<file path="src/shared/smc_map.vh">
// constants for the operating-mode controller: offsets, fields, timing
// assumes a 20 MHz system clock and a one-cycle register port
`ifndef SMC_MAP_VH
`define SMC_MAP_VH
// register indices
`define SMC_ADDR_CTRL   2'h0
`define SMC_ADDR_STAT   2'h1
// control register fields
`define SMC_CTRL_RST    12'h000
`define SMC_F_MSEL_HI   1
`define SMC_F_MSEL_LO   0
`define SMC_F_CAN_LP    2
`define SMC_F_LIN1_LP   3
`define SMC_F_LIN2_LP   4
`define SMC_F_WD_SEL    5
`define SMC_F_RST_LONG  6
`define SMC_F_WEN_CAN   7
`define SMC_F_WEN_LIN   8
`define SMC_F_WEN_LOC   9
`define SMC_F_WB_SLOW   10
`define SMC_F_LIMP      11
// mode-select encodings
`define SMC_MSEL_STBY   2'b00
`define SMC_MSEL_SLEEP  2'b01
`define SMC_MSEL_NRM_LO 2'b10
`define SMC_MSEL_NRM_HI 2'b11
// transceiver power states
`define SMC_XC_OFF      2'b00
`define SMC_XC_LOWP     2'b01
`define SMC_XC_ACT      2'b10
// watchdog modes
`define SMC_WD_OFF      2'b00
`define SMC_WD_TOUT     2'b01
`define SMC_WD_WIN      2'b10
// timing, in microseconds, and clock rate
`define SMC_CLK_MHZ     20
`define SMC_T_RST_S_US  3600
`define SMC_T_RST_L_US  20000
`define SMC_T_WB16_US   16000
`define SMC_T_WB64_US   64000
`define SMC_T_WBON_US   1000
`endif

</file>
<file path="src/logic/smc_mode_ctrl.v">
// operating-mode state machine with control/status registers
// assumes synchronous pins, one-cycle register strobes, 20 MHz clock
`include "smc_map.vh"

module smc_mode_ctrl #(
  parameter [21:0] CNT_RST_S = `SMC_T_RST_S_US * `SMC_CLK_MHZ,
  parameter [21:0] CNT_RST_L = `SMC_T_RST_L_US * `SMC_CLK_MHZ,
  parameter [21:0] CNT_WB16  = `SMC_T_WB16_US * `SMC_CLK_MHZ,
  parameter [21:0] CNT_WB64  = `SMC_T_WB64_US * `SMC_CLK_MHZ,
  parameter [21:0] CNT_WBON  = `SMC_T_WBON_US * `SMC_CLK_MHZ
) (
  // clock and reset
  input  wire        CLK_SYS_I,
  input  wire        RST_I,
  // register port
  input  wire [1:0]  ADDR_I,
  input  wire [11:0] WDATA_I,
  input  wire        WR_I,
  input  wire        RD_I,
  output reg  [11:0] RDATA_O,
  // battery and temperature detectors
  input  wire        BAT_POFF_I,
  input  wire        BAT_PON_I,
  input  wire        OT_ACT_I,
  input  wire        OT_REL_I,
  // wake and system status
  input  wire        CAN_WAKE_I,
  input  wire        LIN1_WAKE_I,
  input  wire        LIN2_WAKE_I,
  input  wire        LOCAL_WAKE_INPUT_1_I,
  input  wire        LOCAL_WAKE_INPUT_2_I,
  input  wire        WAKE_PENDING_I,
  input  wire        INTERRUPT_OUT_N_I,
  input  wire        SYS_RESET_REQ_I,
  input  wire        WATCHDOG_DISABLE_PIN_I,
  // bidirectional reset line, open drain
  input  wire        BIDIR_RESET_LINE_N_I,
  output reg         BIDIR_RESET_LINE_N_O,
  output reg         BIDIR_RESET_LINE_N_OE_O,
  // power and transceiver controls
  output reg         MAIN_REGULATOR_EN_O,
  output reg         CAN_REGULATOR_EN_O,
  output reg  [1:0]  CAN_XCVR_O,
  output reg  [1:0]  LIN1_XCVR_O,
  output reg  [1:0]  LIN2_XCVR_O,
  output reg  [1:0]  WD_MODE_O,
  output reg         LIMP_HOME_N_O,
  output reg         WAKE_BIAS_DRIVE_O,
  output reg  [4:0]  MODE_O
);

  // one-hot operating modes
  localparam [4:0] ST_OFF   = 5'h01;
  localparam [4:0] ST_STBY  = 5'h02;
  localparam [4:0] ST_NORM  = 5'h04;
  localparam [4:0] ST_SLEEP = 5'h08;
  localparam [4:0] ST_OT    = 5'h10;

  reg  [4:0]  mode_q;
  reg  [4:0]  mode_d;
  reg  [11:0] ctrl_q;
  reg  [11:0] ctrl_d;
  reg  [3:0]  meta_q;
  reg  [3:0]  sync_q;
  reg  [21:0] rst_cnt_q;
  reg  [21:0] rst_cnt_d;
  reg  [21:0] wb_cnt_q;
  reg         rst_go;
  reg         rst_sh;
  reg         hw_clr;
  reg         drive_low;
  wire        poff_s;
  wire        pon_s;
  wire        ota_s;
  wire        otr_s;
  wire        wr_ctrl;
  wire [1:0]  wsel;
  wire        any_wake;
  wire        wake_src;
  wire        sleep_ok;
  wire        sys_rst;
  wire        wd_on;
  wire [21:0] wb_per;

  // two-stage synchronisers for detector flags
  always @(posedge CLK_SYS_I or posedge RST_I) begin
    if (RST_I) begin
      meta_q <= 4'h0;
      sync_q <= 4'h0;
    end else begin
      meta_q <= {OT_REL_I, OT_ACT_I, BAT_PON_I, BAT_POFF_I};
      sync_q <= meta_q;
    end
  end

  assign poff_s = sync_q[0];
  assign pon_s  = sync_q[1];
  assign ota_s  = sync_q[2];
  assign otr_s  = sync_q[3];

  // decoded requests and entry conditions
  assign wr_ctrl  = WR_I && (ADDR_I == `SMC_ADDR_CTRL);
  assign wsel     = WDATA_I[`SMC_F_MSEL_HI:`SMC_F_MSEL_LO];
  assign wake_src = ctrl_q[`SMC_F_WEN_CAN] | ctrl_q[`SMC_F_WEN_LIN]
                  | ctrl_q[`SMC_F_WEN_LOC];
  assign any_wake = (ctrl_q[`SMC_F_WEN_CAN] & CAN_WAKE_I)
                  | (ctrl_q[`SMC_F_WEN_LIN] & (LIN1_WAKE_I | LIN2_WAKE_I))
                  | (ctrl_q[`SMC_F_WEN_LOC]
                     & (LOCAL_WAKE_INPUT_1_I | LOCAL_WAKE_INPUT_2_I));
  assign sleep_ok = INTERRUPT_OUT_N_I & ~WAKE_PENDING_I & wake_src;
  // reset seen on the line while not driven, or requested internally
  assign sys_rst  = SYS_RESET_REQ_I
                  | (~BIDIR_RESET_LINE_N_I & ~BIDIR_RESET_LINE_N_OE_O);

  // mode transitions
  always @* begin
    mode_d = mode_q;
    rst_go = 1'b0;
    rst_sh = 1'b0;
    hw_clr = 1'b0;
    case (mode_q)
      ST_OFF: begin
        if (pon_s) begin
          mode_d = ST_STBY;
          rst_go = 1'b1;
        end
      end
      ST_STBY: begin
        if (ota_s) begin
          mode_d = ST_OT;
        end else if (wr_ctrl && wsel[1]) begin
          mode_d = ST_NORM;
        end else if (wr_ctrl && wsel == `SMC_MSEL_SLEEP) begin
          if (sleep_ok) begin
            mode_d = ST_SLEEP;
          end else begin
            rst_go = 1'b1;
            rst_sh = 1'b1;
            hw_clr = 1'b1;
          end
        end else if (SYS_RESET_REQ_I) begin
          rst_go = 1'b1;
        end
      end
      ST_NORM: begin
        if (ota_s) begin
          mode_d = ST_OT;
        end else if (sys_rst) begin
          mode_d = ST_STBY;
          rst_go = SYS_RESET_REQ_I;
          hw_clr = 1'b1;
        end else if (wr_ctrl && wsel == `SMC_MSEL_STBY) begin
          mode_d = ST_STBY;
        end else if (wr_ctrl && wsel == `SMC_MSEL_SLEEP) begin
          if (sleep_ok) begin
            mode_d = ST_SLEEP;
          end else begin
            mode_d = ST_STBY;
            rst_go = 1'b1;
            rst_sh = 1'b1;
            hw_clr = 1'b1;
          end
        end
      end
      ST_SLEEP: begin
        if (any_wake) begin
          mode_d = ST_STBY;
          rst_go = 1'b1;
          hw_clr = 1'b1;
        end
      end
      ST_OT: begin
        if (otr_s) begin
          mode_d = ST_STBY;
          rst_go = 1'b1;
        end
      end
      default: begin
        mode_d = ST_OFF;
      end
    endcase
    // power-off overrides every other trigger
    if (poff_s) begin
      mode_d = ST_OFF;
      rst_go = 1'b0;
      hw_clr = 1'b0;
    end
  end

  // control register: software writes, hardware clear/set wins
  always @* begin
    ctrl_d = ctrl_q;
    if (wr_ctrl) begin
      ctrl_d = WDATA_I;
    end
    if (hw_clr) begin
      ctrl_d[`SMC_F_MSEL_HI:`SMC_F_MSEL_LO] = `SMC_MSEL_STBY;
    end
    if (mode_d == ST_OT && mode_q != ST_OT) begin
      ctrl_d[`SMC_F_LIMP] = 1'b1;
    end
  end

  // reset pulse length counter
  always @* begin
    rst_cnt_d = rst_cnt_q;
    if (rst_go) begin
      if (rst_sh || !ctrl_q[`SMC_F_RST_LONG]) begin
        rst_cnt_d = CNT_RST_S;
      end else begin
        rst_cnt_d = CNT_RST_L;
      end
    end else if (rst_cnt_q != 22'h0) begin
      rst_cnt_d = rst_cnt_q - 22'h1;
    end
    if (mode_d == ST_OFF) begin
      rst_cnt_d = 22'h0;
    end
  end

  // reset line held low outside the powered modes
  always @* begin
    drive_low = (rst_cnt_d != 22'h0);
    if (mode_d == ST_SLEEP || mode_d == ST_OT || mode_d == ST_OFF) begin
      drive_low = 1'b1;
    end
  end

  // state registers
  always @(posedge CLK_SYS_I or posedge RST_I) begin
    if (RST_I) begin
      mode_q    <= ST_OFF;
      ctrl_q    <= `SMC_CTRL_RST;
      rst_cnt_q <= 22'h0;
    end else begin
      mode_q    <= mode_d;
      ctrl_q    <= ctrl_d;
      rst_cnt_q <= rst_cnt_d;
    end
  end

  // transceiver power state for a mode and select bit
  function [1:0] smc_xc;
    input [4:0] m;
    input       lp;
    begin
      if (m == ST_NORM) begin
        smc_xc = lp ? `SMC_XC_LOWP : `SMC_XC_ACT;
      end else if (m == ST_STBY || m == ST_SLEEP) begin
        smc_xc = lp ? `SMC_XC_LOWP : `SMC_XC_OFF;
      end else begin
        smc_xc = `SMC_XC_OFF;
      end
    end
  endfunction

  // watchdog enable, cleared by the disable pin
  assign wd_on = ~WATCHDOG_DISABLE_PIN_I;

  // wake bias period counter, runs only in Standby
  assign wb_per = ctrl_q[`SMC_F_WB_SLOW] ? CNT_WB64 : CNT_WB16;

  always @(posedge CLK_SYS_I or posedge RST_I) begin
    if (RST_I) begin
      wb_cnt_q <= 22'h0;
    end else if (mode_q != ST_STBY || wb_cnt_q >= wb_per - 22'h1) begin
      wb_cnt_q <= 22'h0;
    end else begin
      wb_cnt_q <= wb_cnt_q + 22'h1;
    end
  end

  // registered outputs, taken from next-state values, except wake bias drive from current mode and counter
  always @(posedge CLK_SYS_I or posedge RST_I) begin
    if (RST_I) begin
      MODE_O                  <= ST_OFF;
      MAIN_REGULATOR_EN_O     <= 1'b0;
      CAN_REGULATOR_EN_O      <= 1'b0;
      CAN_XCVR_O              <= `SMC_XC_OFF;
      LIN1_XCVR_O             <= `SMC_XC_OFF;
      LIN2_XCVR_O             <= `SMC_XC_OFF;
      WD_MODE_O               <= `SMC_WD_OFF;
      LIMP_HOME_N_O           <= 1'b1;
      WAKE_BIAS_DRIVE_O       <= 1'b0;
      BIDIR_RESET_LINE_N_O    <= 1'b0;
      BIDIR_RESET_LINE_N_OE_O <= 1'b1;
    end else begin
      MODE_O <= mode_d;
      // main regulator only in Standby and Normal
      MAIN_REGULATOR_EN_O <= (mode_d == ST_STBY) | (mode_d == ST_NORM);
      // CAN regulator only in Normal with mode 11
      CAN_REGULATOR_EN_O <= (mode_d == ST_NORM)
                            & ctrl_d[`SMC_F_MSEL_LO];
      CAN_XCVR_O  <= smc_xc(mode_d, ctrl_d[`SMC_F_CAN_LP]);
      LIN1_XCVR_O <= smc_xc(mode_d, ctrl_d[`SMC_F_LIN1_LP]);
      LIN2_XCVR_O <= smc_xc(mode_d, ctrl_d[`SMC_F_LIN2_LP]);
      // watchdog mode selection
      if (mode_d == ST_NORM && wd_on) begin
        WD_MODE_O <= ctrl_d[`SMC_F_WD_SEL] ? `SMC_WD_TOUT
                                           : `SMC_WD_WIN;
      end else if (mode_d == ST_STBY && wd_on
                   && !ctrl_d[`SMC_F_WD_SEL]) begin
        WD_MODE_O <= `SMC_WD_TOUT;
      end else begin
        WD_MODE_O <= `SMC_WD_OFF;
      end
      LIMP_HOME_N_O <= ~ctrl_d[`SMC_F_LIMP];
      WAKE_BIAS_DRIVE_O <= (mode_q == ST_STBY)
                           & (wb_cnt_q < CNT_WBON);
      BIDIR_RESET_LINE_N_O    <= 1'b0;
      BIDIR_RESET_LINE_N_OE_O <= drive_low;
    end
  end

  // read data, valid the cycle after the read strobe
  always @(posedge CLK_SYS_I or posedge RST_I) begin
    if (RST_I) begin
      RDATA_O <= 12'h000;
    end else if (RD_I && ADDR_I == `SMC_ADDR_CTRL) begin
      RDATA_O <= ctrl_q;
    end else if (RD_I && ADDR_I == `SMC_ADDR_STAT) begin
      RDATA_O <= {3'h0, ctrl_q[`SMC_F_LIMP], BIDIR_RESET_LINE_N_OE_O,
                  WD_MODE_O, mode_q};
    end else begin
      RDATA_O <= 12'h000;
    end
  end

endmodule // smc_mode_ctrl

</file>
<file path="config.mk">
export PLATFORM = sky130hd
export DESIGN_NAME = smc_mode_ctrl
export DESIGN_NICKNAME = d
export VERILOG_FILES = /design/src/logic/smc_mode_ctrl.v
export VERILOG_INCLUDE_DIRS = /design/src /design/src/shared
export SDC_FILE = /design/constraint.sdc
export NUM_CORES = 1
export LEC_CHECK = 0
export ABC_CLOCK_PERIOD_IN_PS = 3900
export BUFFER_PORTS_ARGS = -buffer_cell sky130_fd_sc_hd__buf_2
export CAP_MARGIN = 20
export CORE_ASPECT_RATIO = 0.5
export CORE_UTILIZATION = 50
export DETAILED_ROUTE_END_ITERATION = 8
export PLACE_DENSITY = 0.78
export SKIP_LAST_GASP = 1
export SLEW_MARGIN = 40
export SYNTH_ARGS = -nofsm -noshare
export SYNTH_HDL_FRONTEND = slang
export SYNTH_SLANG_ARGS = --single-unit
export TNS_END_PERCENT = 10
</file>
<file path="constraint.sdc">
create_clock -name CLK_SYS_I -period 3.9 [get_ports CLK_SYS_I]
set_input_delay 0.39 -clock CLK_SYS_I [delete_from_list [all_inputs] [get_ports CLK_SYS_I]]
set_output_delay 0.39 -clock CLK_SYS_I [all_outputs]
set_load 0.05 [all_outputs]
</file>
; ---- Word-level counts from Yosys, hierarchy flattened
; Cells that the tools add are included.
[word_totals]
out_inout_bits = 31
word_cells = 144
in_bits = 32
regBits = 94
[classes]
mux = 64
n_bitwise = 21
magnitude_cmp = 2
n_reduce_logical = 22
add_sub_neg = 3
n_eq_ne = 14
[ops]
columns = operator, count
row1 = $mux W22, 4
row2 = $mux W5, 12
row3 = $reduce_bool A22 Y1, 2
row4 = $mux W1, 29
row5 = $pmux W5 S5, 1
row6 = $mux W12, 2
row7 = $add A22 B1 Y22 const B, 1
row8 = $ge A22 B22 Y1, 1
row9 = $lt A22 B15 Y1 const B, 1
row10 = $sub A21 B1 Y22 const B, 1
row11 = $sub A22 B1 Y22 const B, 1
row12 = $mux W21, 1
row13 = $mux W19, 1
row14 = $mux W2, 9
row15 = $eq A5 B1 Y1 const B, 2
row16 = $eq A5 B2 Y1 const B, 2
row17 = $eq A5 B3 Y1 const B, 2
row18 = $eq A5 B4 Y1 const B, 2
row19 = $eq A5 B5 Y1 const B, 2
row20 = $logic_and A1 B1 Y1, 10
row21 = $mux W9, 1
row22 = $and A1 B1 Y1, 8
row23 = $or A1 B1 Y1, 8
row24 = $logic_or A1 B1 Y1, 5
row25 = 11 further kinds, 18

; ---- Longest topological paths before layout
; Gate-level depths: netlist of the first run.
[depth]
ltp_word = 15
depth_mapped = 11
mapped_depth_nobuf = 9

; ---- Worst setup path before layout of the first run
; No wires, ideal clock.
[synth_timing]
path_kind = reg-to-reg
start = register MODE_O[3] (netlist name)
end = register BIDIR_RESET_LINE_N_OE_O
period_less_slack_ns = 2.903
arrival_ns = 2.808
required_ns = 3.806
stages_incl_launch_ff = 9
n_path_buf = 1
setup_ns = 0.094
path_slack_ns = 0.997
path_cell_list = dfrtp_1 -> buf_6 -> or4b_4 -> or3_1 -> a21oi_1 -> and3b_4 -> nand2b_4 -> a211o_1 -> or4_1
[synth_rtl]
columns = item, line
row1 = end signal: assignment, smc_mode_ctrl.v:311  ; BIDIR_RESET_LINE_N_OE_O <= drive_low;
row2 = end: declaration, smc_mode_ctrl.v:39  ; output reg BIDIR_RESET_LINE_N_OE_O,

; ---- Worst setup path after layout of the first run
[layout_timing]
start = register rst_cnt_q[18]
end = register BIDIR_RESET_LINE_N_OE_O
[layout_between]
elab_chain_len = 6
elab_cells_between_ends = 7
classes_between = add/sub: 1 / mux: 4 / reduce/logical: 2
[layout_rtl]
columns = item, line
row1 = start: declaration, smc_mode_ctrl.v:65  ; reg [21:0] rst_cnt_q;
row2 = start signal: assignment, smc_mode_ctrl.v:238  ; rst_cnt_q <= rst_cnt_d;
row3 = $sub A22 B1 Y22 / $reduce_bool A22 Y1 (equally long branches), "smc_mode_ctrl.v:214, smc_mode_ctrl.v:213"
row4 = $mux W22 *, smc_mode_ctrl.v:213  ; end else if (rst_cnt_q != 22'h0) begin
row5 = $mux W22 *, smc_mode_ctrl.v:207  ; if (rst_go) begin
row6 = $mux W22 *, smc_mode_ctrl.v:216  ; if (mode_d == ST_OFF) begin
row7 = $reduce_bool A22 Y1 *, smc_mode_ctrl.v:223  ; drive_low = (rst_cnt_d != 22'h0);
row8 = $mux W1 *, smc_mode_ctrl.v:224  ; if (mode_d == ST_SLEEP || mode_d == ST_OT || mode_d == ST_OFF) begin
row9 = via drive_low, smc_mode_ctrl.v:71  ; reg drive_low;
; Mark *: on every way through the listed nets, which the timed path passes. The rest lies on a longest branch.
; A chain may end at the register's enable or synchronous reset.

==> results of run 1 <==
power by group:
part	leakage, nW	total, mW	switching [mW]	internal (mW)
sequential	1.25	1.22	0.124	1.10
clock	0.165	0.980	0.364	0.616
combinational	1.16	1.60	0.996	0.601
total	2.58	3.80	1.48	2.32
cell families after synthesis:
| family | count (synthesis) | share of synthesized area |
|---|---|---|
| and+or+nand+nor | 220 | 0.2380 |
| DFF | 94 | 0.5110 |
| AOI/OAI and AO/OA | 75 | 0.1056 |
| xor gates and xnor gates | 33 | 0.06269 |
| buffers and inverters | 31 | 0.02877 |
| muxes | 12 | 0.02605 |
| adders and majority gates | 10 | 0.02714 |
| other | 1 | 0.0008133 |
cell type report:
class / instances / area (sq um) / area share
tap: 117 / 146.4 / 0.02736
clock inverter: 4 / 76.32 / 0.01427
multi-input combinational: 351 / 2127 / 0.3976
sequential: 94 / 2356 / 0.4404
clock buffer: 12 / 266.5 / 0.04981
timing repair buffer: 63 / 320.3 / 0.05987
inverter: 14 / 57.56 / 0.01076
routing by layer:
layer	track usage	share of wire	vias up	wire length, um
met5	0	0	-	0
met4	0.05556	0.011	0	109
met3	0.07988	0.065	11	652
met2	0.3473	0.46	138	4616
met1	0.3077	0.46	1777	4656
li1	-	-	1770	-
per-stage QoR:
stage                     instance area (sq um)  setup slack, ps  hold slack [ps]  power (mW)
after CTS                                  5350            971.3            107.3       3.795
after floorplan                            4611            997.5            331.2       2.457
after global placement                     5004            801.3            341.2       2.761
after global routing                       5350            697.5            126.8       4.062
after detailed placement                   5007            724.7            334.7       2.785
final                                      5350            901.7            93.07       3.801
flip-flops by register name, summed over array words and instances, names as in the netlist:
signal and cells:
ctrl_q 12, LIN2_XCVR_O 2, RDATA_O 12, CAN_XCVR_O 2, WAKE_BIAS_DRIVE_O 1, sync_q 4
BIDIR_RESET_LINE_N_OE_O 1, LIMP_HOME_N_O 1, MODE_O 5, LIN1_XCVR_O 2, wb_cnt_q 22, CAN_REGULATOR_EN_O 1
WD_MODE_O 2, rst_cnt_q 22, MAIN_REGULATOR_EN_O 1, meta_q 4
how the worst min path moves through the flow:
stage	depth (start not counted)	from	slack [ps]	endpoint
floorplan	0	meta_q[0]	330	sync_q[0]
global placement	0	meta_q[0]	340	sync_q[0]
detailed placement	0	meta_q[3]	330	sync_q[3]
CTS	2	RST_I	110	wb_cnt_q[20]
global route	2	RST_I	130	wb_cnt_q[20]
finish	2	RST_I	90	wb_cnt_q[20]
layout by cell type (no fill, tap or decap), types with 4 or more instances in the layout:
cell type	count
sky130_fd_sc_hd__a21oi_1	25
sky130_fd_sc_hd__a31oi_1	5
sky130_fd_sc_hd__and2_1	4
sky130_fd_sc_hd__and3_1	14
sky130_fd_sc_hd__buf_2	61
sky130_fd_sc_hd__clkbuf_16	9
sky130_fd_sc_hd__dfrtp_1	91
sky130_fd_sc_hd__ha_1	10
sky130_fd_sc_hd__inv_1	13
sky130_fd_sc_hd__mux2i_1	12
sky130_fd_sc_hd__nand2_1	48
sky130_fd_sc_hd__nand2b_1	7
sky130_fd_sc_hd__nand3_1	14
sky130_fd_sc_hd__nand4_1	5
sky130_fd_sc_hd__nor2_1	70
sky130_fd_sc_hd__nor2b_1	7
sky130_fd_sc_hd__nor3_1	18
sky130_fd_sc_hd__nor3b_1	6
sky130_fd_sc_hd__nor4_1	4
sky130_fd_sc_hd__o21ai_0	16
sky130_fd_sc_hd__or3_1	6
sky130_fd_sc_hd__xnor2_1	13
sky130_fd_sc_hd__xor2_1	20
==> flow_metrics.py, run 1 <==
metrics = {
    "grt": {
        "grt_start_max_net_pins": 62,
        "grt.total_usage": 0.2268,
        "initial_antenna_violation_count": 0,
        "global_route_wire_length_before_repair_um": 16660,
        "vias_in_the_first_global_route": 3490,
        "overflow_left_after_global_routing": 0,
    },
    "setup_path": {
        "timing.critical_path.cells": "or4_1 -> nor3_1 -> a31oi_1 -> a21oi_1 -> and2_1 -> a41oi_1 -> or4_1",
        "cp-endpoint": "BIDIR_RESET_LINE_N_OE_O",
        "ff2ff_setup_slack_ps": 900,
        "worstSetupPathDepth": 7,
        "worstSetupEndpointType": "flip-flop",
        "worstReg2RegStart": "rst_cnt_q[18]",
        "timing_worst_setup_path_type": "reg2reg",
        "critical-path-top-delay-family": "simple AND/OR/NAND/NOR gates",
        "start_kind": "flip-flop",
        "cp_slowest_cell": "sky130_fd_sc_hd__or4_1",
        "arrival_time_worst_endpoint_ps": 3260,
        "cpPeakStageDelay_ps": 600,
        "r2r_end": "BIDIR_RESET_LINE_N_OE_O",
        "critPathBufInv": 0,
        "worst_setup_path_startpoint": "rst_cnt_q[18]",
        "reg2reg_depth": 7,
        "critical-path-top-cell-by-count": "sky130_fd_sc_hd__or4_1",
        "required_ps": 4160,
        "critical_path.max_fanout": 6,
    },
    "synth": {
        "syn_avg_cell_area_sq_um": 9.686,
        "synth_seq_cells": 94,
        "netlist-cell-type-count": 57,
        "yosys_most_used_dff": "sky130_fd_sc_hd__dfrtp_1",
        "sequential_share_of_the_synthesized_area": 0.5110,
        "synthesis.nets": 518,
        "post_synth_instance_area_sq_um": 4611,
        "synth-edff-count": 0,
        "synth_common_cells": "sky130_fd_sc_hd__dfrtp_1, sky130_fd_sc_hd__nor2_1, sky130_fd_sc_hd__nand2_1",
        "post-synth-top-area-cell": "sky130_fd_sc_hd__dfrtp_1",
        "netlist.area_leader.share": 0.4939,
        "yosysMostFrequentCell": "sky130_fd_sc_hd__dfrtp_1",
        "synthTopCellsByArea": "sky130_fd_sc_hd__dfrtp_1, sky130_fd_sc_hd__nor2_1, sky130_fd_sc_hd__nand2_1",
        "asyncSetResetFlopFracSynth": 1.000,
        "synth_warnings": 0,
        "synthCells": 476,
    },
    "layout": {
        "diodes": 0,
        "utilization": 0.6060,
        "final_cells": 655,
        "drive_gt1_frac": 0.1691,
        "finalNetCount": 575,
        "flow.area_growth_from_synthesis_pct": 16.04,
        "fill_cells": 755,
    },
    "place": {
        "place.port_buffers": 61,
        "gp_congestion": 0.8770,
        "place.detailed.hpwl_um": 7037,
        "place_inst": 639,
    },
    "floorplanning": {
        "placeableCoreArea_sq_um": 8828,
        "die_width_um": 137.8,
        "die-area_sq_um": 9633,
        "effective_utilization_at_floorplan": 0.5223,
        "floorplan.die.height_um": 69.90,
        "io_pins": 63,
        "rows": 24,
    },
    "run": {
        "maxCapViolations": 0,
    },
    "drt": {
        "routed-via-count": 3696,
        "drtIter0Drc": 392,
        "drcViolationCount": 0,
        "drt-pass1-iter-count": 5,
        "wl_per_cell_um": 15.32,
        "detail_route.vias_per_cell": 5.643,
        "wirelength_um": 10030,
        "postRouteAntennaNets": 0,
    },
    "sta": {
        "timing.slew.headroom": 0.4352,
        "rsz0062_at_grt": "no",
        "timing.clock.skew_ps": 8.215,
        "slew_at_the_pin_closest_to_its_max_slew_limit_ps": 839.5,
        "timing.final.max_slew_violations": 0,
        "final.setup.tns_ps": 0,
        "fin_crit_ps": 2998,
        "post-route-period-util": 0.7688,
        "clock.fmax_ghz": 0.3335,
        "final-setup-viol-count": 0,
        "hold_viol": 0,
    },
    "pwr": {
        "power_per_cell_area_nw_per_um2": 710.5,
        "vdd.ir_drop.worst_mv": 0.3455,
        "leak_pwr_nw": 2.581,
    },
    "clock_tree": {
        "htree_levels": 3,
        "cts_setup_buffers": 0,
        "cts_tree": "built",
        "clkSlewWorstSetupHoldPaths_ps": 70,
        "insertion_delay_ps": 350,
        "cts_max_path_buffers": 2,
        "cts_resized": 0,
        "numCtsBuffers": 9,
        "clock_sinks": 94,
        "postCtsHoldBufs": 0,
        "cts_root_buf": "sky130_fd_sc_hd__clkbuf_16",
    },
    "hold_path": {
        "holdCritPathClass": "in2async",
    },
    "run_status": {
        "run_status": "completed",
    },
}
No activity file was read; power rests on OpenSTA's default activity.
==> inputs of run 2 (changes only) <==
ABC_CLOCK_PERIOD_IN_PS = 2900   (was 3900)
clock period = 2.9 ns   (was 3.9 ns; I/O delays follow)
==> flow_metrics.py, run 2 (synthesis results as in run 1) <==
metrics = {
    "run_status": {
        "run_status": "completed",
    },
    "sta": {
        "final-setup-viol-count": 0,
        "hold_viol": 0,
        "post-route-period-util": 0.9568,
        "fin_crit_ps": 2775,
        "timing.clock.skew_ps": 5.713,
        "slew_at_the_pin_closest_to_its_max_slew_limit_ps": 700.9,
        "rsz0062_at_grt": "no",
        "timing.slew.headroom": 0.5328,
        "timing.final.max_slew_violations": 0,
        "clock.fmax_ghz": 0.3604,
    },
    "floorplanning": {
        "die_width_um": 137.8,
        "placeableCoreArea_sq_um": 8828,
        "floorplan.die.height_um": 69.90,
        "rows": 24,
        "die-area_sq_um": 9633,
        "effective_utilization_at_floorplan": 0.5223,
        "io_pins": 63,
    },
    "pwr": {
        "leak_pwr_nw": 2.641,
        "power_per_cell_area_nw_per_um2": 951.8,
        "vdd.ir_drop.worst_mv": 0.5608,
        "total_power_mw": 5.180,
    },
    "drt": {
        "postRouteAntennaNets": 0,
        "drtIter0Drc": 263,
        "maxUsedRoutingLayer": "met4",
        "wl_per_cell_um": 15.27,
        "wl_met3_um": 632,
        "routed-via-count": 3691,
        "drcViolationCount": 0,
        "drt-pass1-iter-count": 6,
        "met1Wirelength_um": 4844,
        "wirelength_um": 10230,
        "detail_route.vias_per_cell": 5.509,
        "route.met2.wl_um": 4602,
    },
    "layout": {
        "flow.area_growth_from_synthesis_pct": 18.05,
        "reg_top3": "rst_cnt_q (22), wb_cnt_q (22)",
        "final_cell_area_sq_um": 5443,
        "drive_gt1_frac": 0.1917,
        "utilization": 0.6165,
        "finalNetCount": 590,
        "diodes": 0,
        "most-common-layout-cells": "sky130_fd_sc_hd__dfrtp_1, sky130_fd_sc_hd__nor2_1, sky130_fd_sc_hd__buf_2",
        "layout_commonest_cell": "sky130_fd_sc_hd__dfrtp_1",
    },
    "clock_tree": {
        "clock_sinks": 94,
        "cts_tree": "built",
        "cts_root_buf": "sky130_fd_sc_hd__clkbuf_16",
        "htree_levels": 3,
        "postCtsHoldBufs": 0,
        "numCtsBuffers": 9,
        "cts_max_path_buffers": 2,
        "insertion_delay_ps": 350,
        "clkSlewWorstSetupHoldPaths_ps": 70,
    },
    "grt": {
        "overflow_left_after_global_routing": 0,
        "grt_start_max_net_pins": 56,
        "grt.total_usage": 0.2311,
        "initial_antenna_violation_count": 0,
        "vias_in_the_first_global_route": 3471,
        "global_route_wire_length_before_repair_um": 17080,
    },
    "setup_path": {
        "critical-path-top-cell-by-count": "sky130_fd_sc_hd__or4_1",
        "reg2reg_depth": 7,
        "worstSetupEndpointType": "flip-flop",
        "timing_worst_setup_path_type": "reg2reg",
        "cpPeakStageDelay_ps": 620,
        "start_kind": "flip-flop",
        "critical_path.max_fanout": 4,
        "arrival_time_worst_endpoint_ps": 3040,
        "timing.critical_path.cells": "or4_1 -> or3_1 -> o31ai_1 -> nor2_1 -> xnor2_1 -> a21oi_1 -> or4_1",
        "cp_slowest_cell": "sky130_fd_sc_hd__or4_1",
        "required_ps": 3160,
    },
    "place": {
        "place.port_buffers": 61,
        "placed_cell_area_sq_um": 5129,
        "gp_congestion": 0.8623,
        "place.detailed.hpwl_um": 7227,
    },
    "hold_path": {
        "holdCritPathClass": "in2async",
    },
    "run": {
        "maxCapViolations": 0,
    },
}
[run 2: path summary, 6_finish.rpt]
path	from	end	slack (ps)
min reg2reg	meta_q[3]	sync_q[3]	350
max in group asynchronous	RST_I	LIMP_HOME_N_O	2120
min	RST_I	WAKE_BIAS_DRIVE_O	20
max	rst_cnt_q[13]	BIDIR_RESET_LINE_N_OE_O	130
min in group CLK_SYS_I	BAT_PON_I	meta_q[1]	50
max reg2reg	rst_cnt_q[13]	BIDIR_RESET_LINE_N_OE_O	130
[run 2: what timing repair did]
action                     in CTS  in global routing
gates resized for setup         0                  1
setup endpoints to repair       0                  1
buffers inserted                0                  0
[run 2: report_power, final]
| group | leakage [nW] | internal [mW] | switching (mW) | total (mW) |
|---|---|---|---|---|
| combinational | 1.24 | 0.931 | 1.40 | 2.33 |
| clock | 0.148 | 0.702 | 0.509 | 1.21 |
| sequential | 1.25 | 1.48 | 0.160 | 1.64 |
[run 2: through the flow]
step | hold slack [ps] | std cells | setup WS (ps) | setup TNS, ps
3_5_place_dp | 335.5 | 654 | 186.3 | 0
2_1_floorplan | 321.4 | 476 | -2.511 | -2.511
4_1_cts | 29.74 | 670 | 182.3 | 0
6_report | 24.01 | 670 | 125.2 | 0
3_3_place_gp | 333.1 | 654 | 219.0 | 0
5_1_grt | 31.18 | 670 | 6.998 | 0
[run 2: routing by layer]
layer | up-vias | global-route usage
met3 | 14 | 0.06536
li1 | 1797 | -
met4 | 0 | 0.07850
met1 | 1765 | 0.3186
met2 | 115 | 0.3501
met5 | - | 0
[run 2: worst max-delay path: cells and delay by family (launching register included)]
family	cells	cell delay (ps)
flip-flops	1	410
XOR/XNOR	1	140
AO/OA/AOI/OAI	2	500
AND/OR/NAND/NOR	4	1640
[run 2: cell type report]
class	count	area [sq um]
timing repair buffer	78	445.4
clock inverter	5	66.31
sequential	94	2356
fill	723	3386
clock buffer	11	242.7
tap	117	146.4
multi-input combinational	351	2132
inverter	14	53.80
==> inputs of run 3 (changes only) <==
ABC_AREA = 1   (was not set)
ABC_CLOCK_PERIOD_IN_PS = 2400   (was 2900)
PLACE_DENSITY = 0.8   (was 0.78)
clock period = 2.4 ns   (was 2.9 ns; I/O delays follow)
==> flow_metrics.py, run 3 <==
metrics = {
    "layout": {
        "multi_input_comb_area_sq_um": 2116,
        "finalNetCount": 735,
        "final_cells": 828,
        "fill_cells": 792,
        "reg_top3": "rst_cnt_q (22), wb_cnt_q (22)",
        "drive_gt1_frac": 0.1662,
        "most-common-layout-cells": "sky130_fd_sc_hd__nand2_1, sky130_fd_sc_hd__nor2_1, sky130_fd_sc_hd__dfrtp_1",
        "area.sequential_sq_um": 2356,
        "flow.area_growth_from_synthesis_pct": 17.67,
        "diodes": 0,
        "layout_commonest_cell": "sky130_fd_sc_hd__nand2_1",
    },
    "run_status": {
        "run_status": "completed",
    },
    "hold_path": {
        "holdCritPathClass": "in2reg",
        "min_delay_path_depth": 2,
        "sink_of_the_worst_hold_path": "WD_MODE_O[0]",
        "hp-start": "WATCHDOG_DISABLE_PIN_I",
    },
    "setup_path": {
        "required_ps": 2670,
        "worstSetupPathDepth": 14,
        "worstReg2RegStart": "rst_cnt_q[0]",
        "reg2reg_depth": 14,
        "critPathBufInv": 2,
        "cp_slowest_cell": "sky130_fd_sc_hd__dfrtp_1",
        "timing.critical_path.cells": "inv_1 -> ha_2 -> nand2_1 -> nor2_2 -> nand2_1 -> nor2_1 -> buf_4 -> a21oi_1 -> nand2_1 -> nand4_1 -> nor2_1 -> nand2_1 -> nor2_1 -> nand2_1",
        "r2r_end": "BIDIR_RESET_LINE_N_OE_O",
        "ff2ff_setup_slack_ps": 80,
        "critical-path-top-delay-family": "simple AND/OR/NAND/NOR gates",
        "worstSetupEndpointType": "flip-flop",
        "critical_path.max_fanout": 7,
        "arrival_time_worst_endpoint_ps": 2590,
        "timing_worst_setup_path_type": "reg2reg",
        "critical-path-top-cell-by-count": "sky130_fd_sc_hd__nand2_1",
        "cpPeakStageDelay_ps": 390,
        "start_kind": "flip-flop",
    },
    "sta": {
        "fin_crit_ps": 2322,
        "rsz0062_at_grt": "yes",
        "hold_viol": 0,
        "post-route-period-util": 0.9674,
        "slew_at_the_pin_closest_to_its_max_slew_limit_ps": 579.5,
        "timing.clock.skew_ps": 11.51,
        "final-setup-viol-count": 0,
        "timing.slew.headroom": 0.6129,
        "clock.fmax_ghz": 0.4307,
        "timing.final.max_slew_violations": 0,
        "finalWorstSetupSlack_ps": 78.18,
    },
    "pwr": {
        "power_per_cell_area_nw_per_um2": 1165,
        "vdd.ir_drop.worst_mv": 0.6746,
        "total_power_mw": 6.659,
        "leak_pwr_nw": 3.102,
    },
    "clock_tree": {
        "cts_max_path_buffers": 2,
        "cts_tree": "built",
        "htree_levels": 3,
        "numCtsBuffers": 9,
        "cts_root_buf": "sky130_fd_sc_hd__clkbuf_16",
        "insertion_delay_ps": 350,
        "clkSlewWorstSetupHoldPaths_ps": 60,
        "clock_sinks": 94,
    },
    "drt": {
        "wirelength_um": 11520,
        "drtIter0Drc": 265,
        "drcViolationCount": 0,
        "routed-via-count": 4316,
        "wl_per_cell_um": 13.92,
        "postRouteAntennaNets": 0,
        "detail_route.vias_per_cell": 5.213,
        "drt-pass1-iter-count": 4,
    },
    "synth": {
        "synth_seq_cells": 94,
        "synth-edff-count": 0,
        "synth_warnings": 0,
        "netlist.area_leader.share": 0.4687,
        "netlist-cell-type-count": 42,
        "post-synth-top-area-cell": "sky130_fd_sc_hd__dfrtp_1",
        "synth_common_cells": "sky130_fd_sc_hd__nand2_1, sky130_fd_sc_hd__nor2_1, sky130_fd_sc_hd__inv_1",
        "syn_avg_cell_area_sq_um": 7.887,
        "post_synth_instance_area_sq_um": 4858,
        "yosysMostFrequentCell": "sky130_fd_sc_hd__nand2_1",
        "asyncSetResetFlopFracSynth": 1.000,
        "synthTopCellsByArea": "sky130_fd_sc_hd__dfrtp_1, sky130_fd_sc_hd__nand2_1, sky130_fd_sc_hd__nor2_1",
        "synthesis.nets": 658,
        "sequential_share_of_the_synthesized_area": 0.4849,
        "yosys_most_used_dff": "sky130_fd_sc_hd__dfrtp_1",
        "synthCells": 616,
    },
    "run": {
        "maxCapViolations": 0,
    },
    "place": {
        "place_ws_ps": 110.4,
        "place.port_buffers": 61,
        "place_inst": 805,
        "gp_congestion": 0.9349,
        "place.detailed.hpwl_um": 8319,
    },
    "floorplanning": {
        "floorplan.die.height_um": 71.70,
        "io_pins": 63,
        "rows": 24,
        "die_width_um": 141.4,
        "placeableCoreArea_sq_um": 9069,
        "effective_utilization_at_floorplan": 0.5357,
        "die-area_sq_um": 10140,
    },
    "grt": {
        "vias_in_the_first_global_route": 4089,
        "global_route_wire_length_before_repair_um": 19310,
        "grt_start_max_net_pins": 43,
        "grt.total_usage": 0.2463,
        "initial_antenna_violation_count": 0,
        "overflow_left_after_global_routing": 0,
    },
}
[run 3: cell count changes after synthesis, moves of 7 or more]
cell | previous run | this run
sky130_fd_sc_hd__and3_1 | 14 | 3
sky130_fd_sc_hd__inv_1 | 14 | 92
sky130_fd_sc_hd__mux2i_1 | 12 | 0
sky130_fd_sc_hd__nand2_1 | 48 | 115
sky130_fd_sc_hd__nand2b_1 | 7 | 0
sky130_fd_sc_hd__nand3_1 | 14 | 40
sky130_fd_sc_hd__nand4_1 | 5 | 14
sky130_fd_sc_hd__nor2_1 | 70 | 113
sky130_fd_sc_hd__nor2_2 | 0 | 7
sky130_fd_sc_hd__nor2b_1 | 7 | 0
sky130_fd_sc_hd__xnor2_1 | 13 | 5
sky130_fd_sc_hd__xor2_1 | 20 | 10
[run 3: worst reg2reg max path: cells and delay by family (launching register included)]
kind | cells | cell delay (ps)
and+or+nand+nor | 10 | 1200
DFF | 1 | 390
buffers and inverters | 2 | 360
adders and majority gates | 1 | 240
AOI/OAI and AO/OA | 1 | 70
[run 3: how the worst max path moves through the flow]
stage                                    endpoint  slack, ps    startpoint
final                     BIDIR_RESET_LINE_N_OE_O         80  rst_cnt_q[0]
after global routing      BIDIR_RESET_LINE_N_OE_O        -90  rst_cnt_q[0]
after detailed placement  BIDIR_RESET_LINE_N_OE_O        110  rst_cnt_q[0]
after floorplan           BIDIR_RESET_LINE_N_OE_O        340     MODE_O[4]
after global placement    BIDIR_RESET_LINE_N_OE_O        190  rst_cnt_q[0]
after CTS                 BIDIR_RESET_LINE_N_OE_O         70  rst_cnt_q[0]
[run 3: cell families (layout without fill, tap and decap cells)]
logic type / count (synthesis) / count (layout) / synth area share
flops: 94 / 94 / 0.4849
mux: 1 / 1 / 0.002318
fa+ha+maj: 10 / 10 / 0.02575
buf+inv: 101 / 183 / 0.08112
other cells: 1 / 1 / 0.0007719
compound gates: 60 / 60 / 0.07005
xor+xnor: 15 / 15 / 0.02704
simple gates: 334 / 334 / 0.3080
[run 3: power breakdown]
| group | leakage, nW | total [mW] | internal (mW) | switching, mW |
|---|---|---|---|---|
| sequential | 1.23 | 2.01 | 1.81 | 0.198 |
| clock | 0.143 | 1.43 | 0.815 | 0.614 |
| combinational | 1.72 | 3.22 | 1.16 | 2.06 |
| total | 3.10 | 6.66 | 3.78 | 2.87 |
[run 3: what timing repair did]
action | CTS | global route
resized for setup | 0 | 3
endpoints found under the setup margin | 0 | 2
setup buffers | 0 | 2
hold buffers | 5 | 0
hold endpoints to repair | 28 | 0
[run 3: stage by stage]
step                hold slack (ps)  cell area [sq um]  TNS, ps    util
floorplan                     271.4               4862        0       -
global placement              321.5               5346        0  0.5895
detailed placement            332.8               5346        0  0.5895
CTS                           52.36               5694        0  0.6279
global route                  68.99               5717   -85.47  0.6304
finish                        65.26               5717        0  0.6304
[run 3: cell type report]
class | instances | area share
Clock buffer | 10 | 0.04005
Clock inverter | 6 | 0.01204
Inverter | 92 | 0.06106
Multi-Input combinational cell | 421 | 0.3701
Sequential cell | 94 | 0.4121
Tap cell | 130 | 0.02845
Timing Repair Buffer | 75 | 0.07617
[run 3: metal layers]
metal / track usage / wire [um] / part of all wire
met5: 0 / 0 / 0
met4: 0.08961 / 232 / 0.020
met3: 0.05548 / 473 / 0.041
met2: 0.4224 / 5728 / 0.50
met1: 0.3108 / 5089 / 0.44
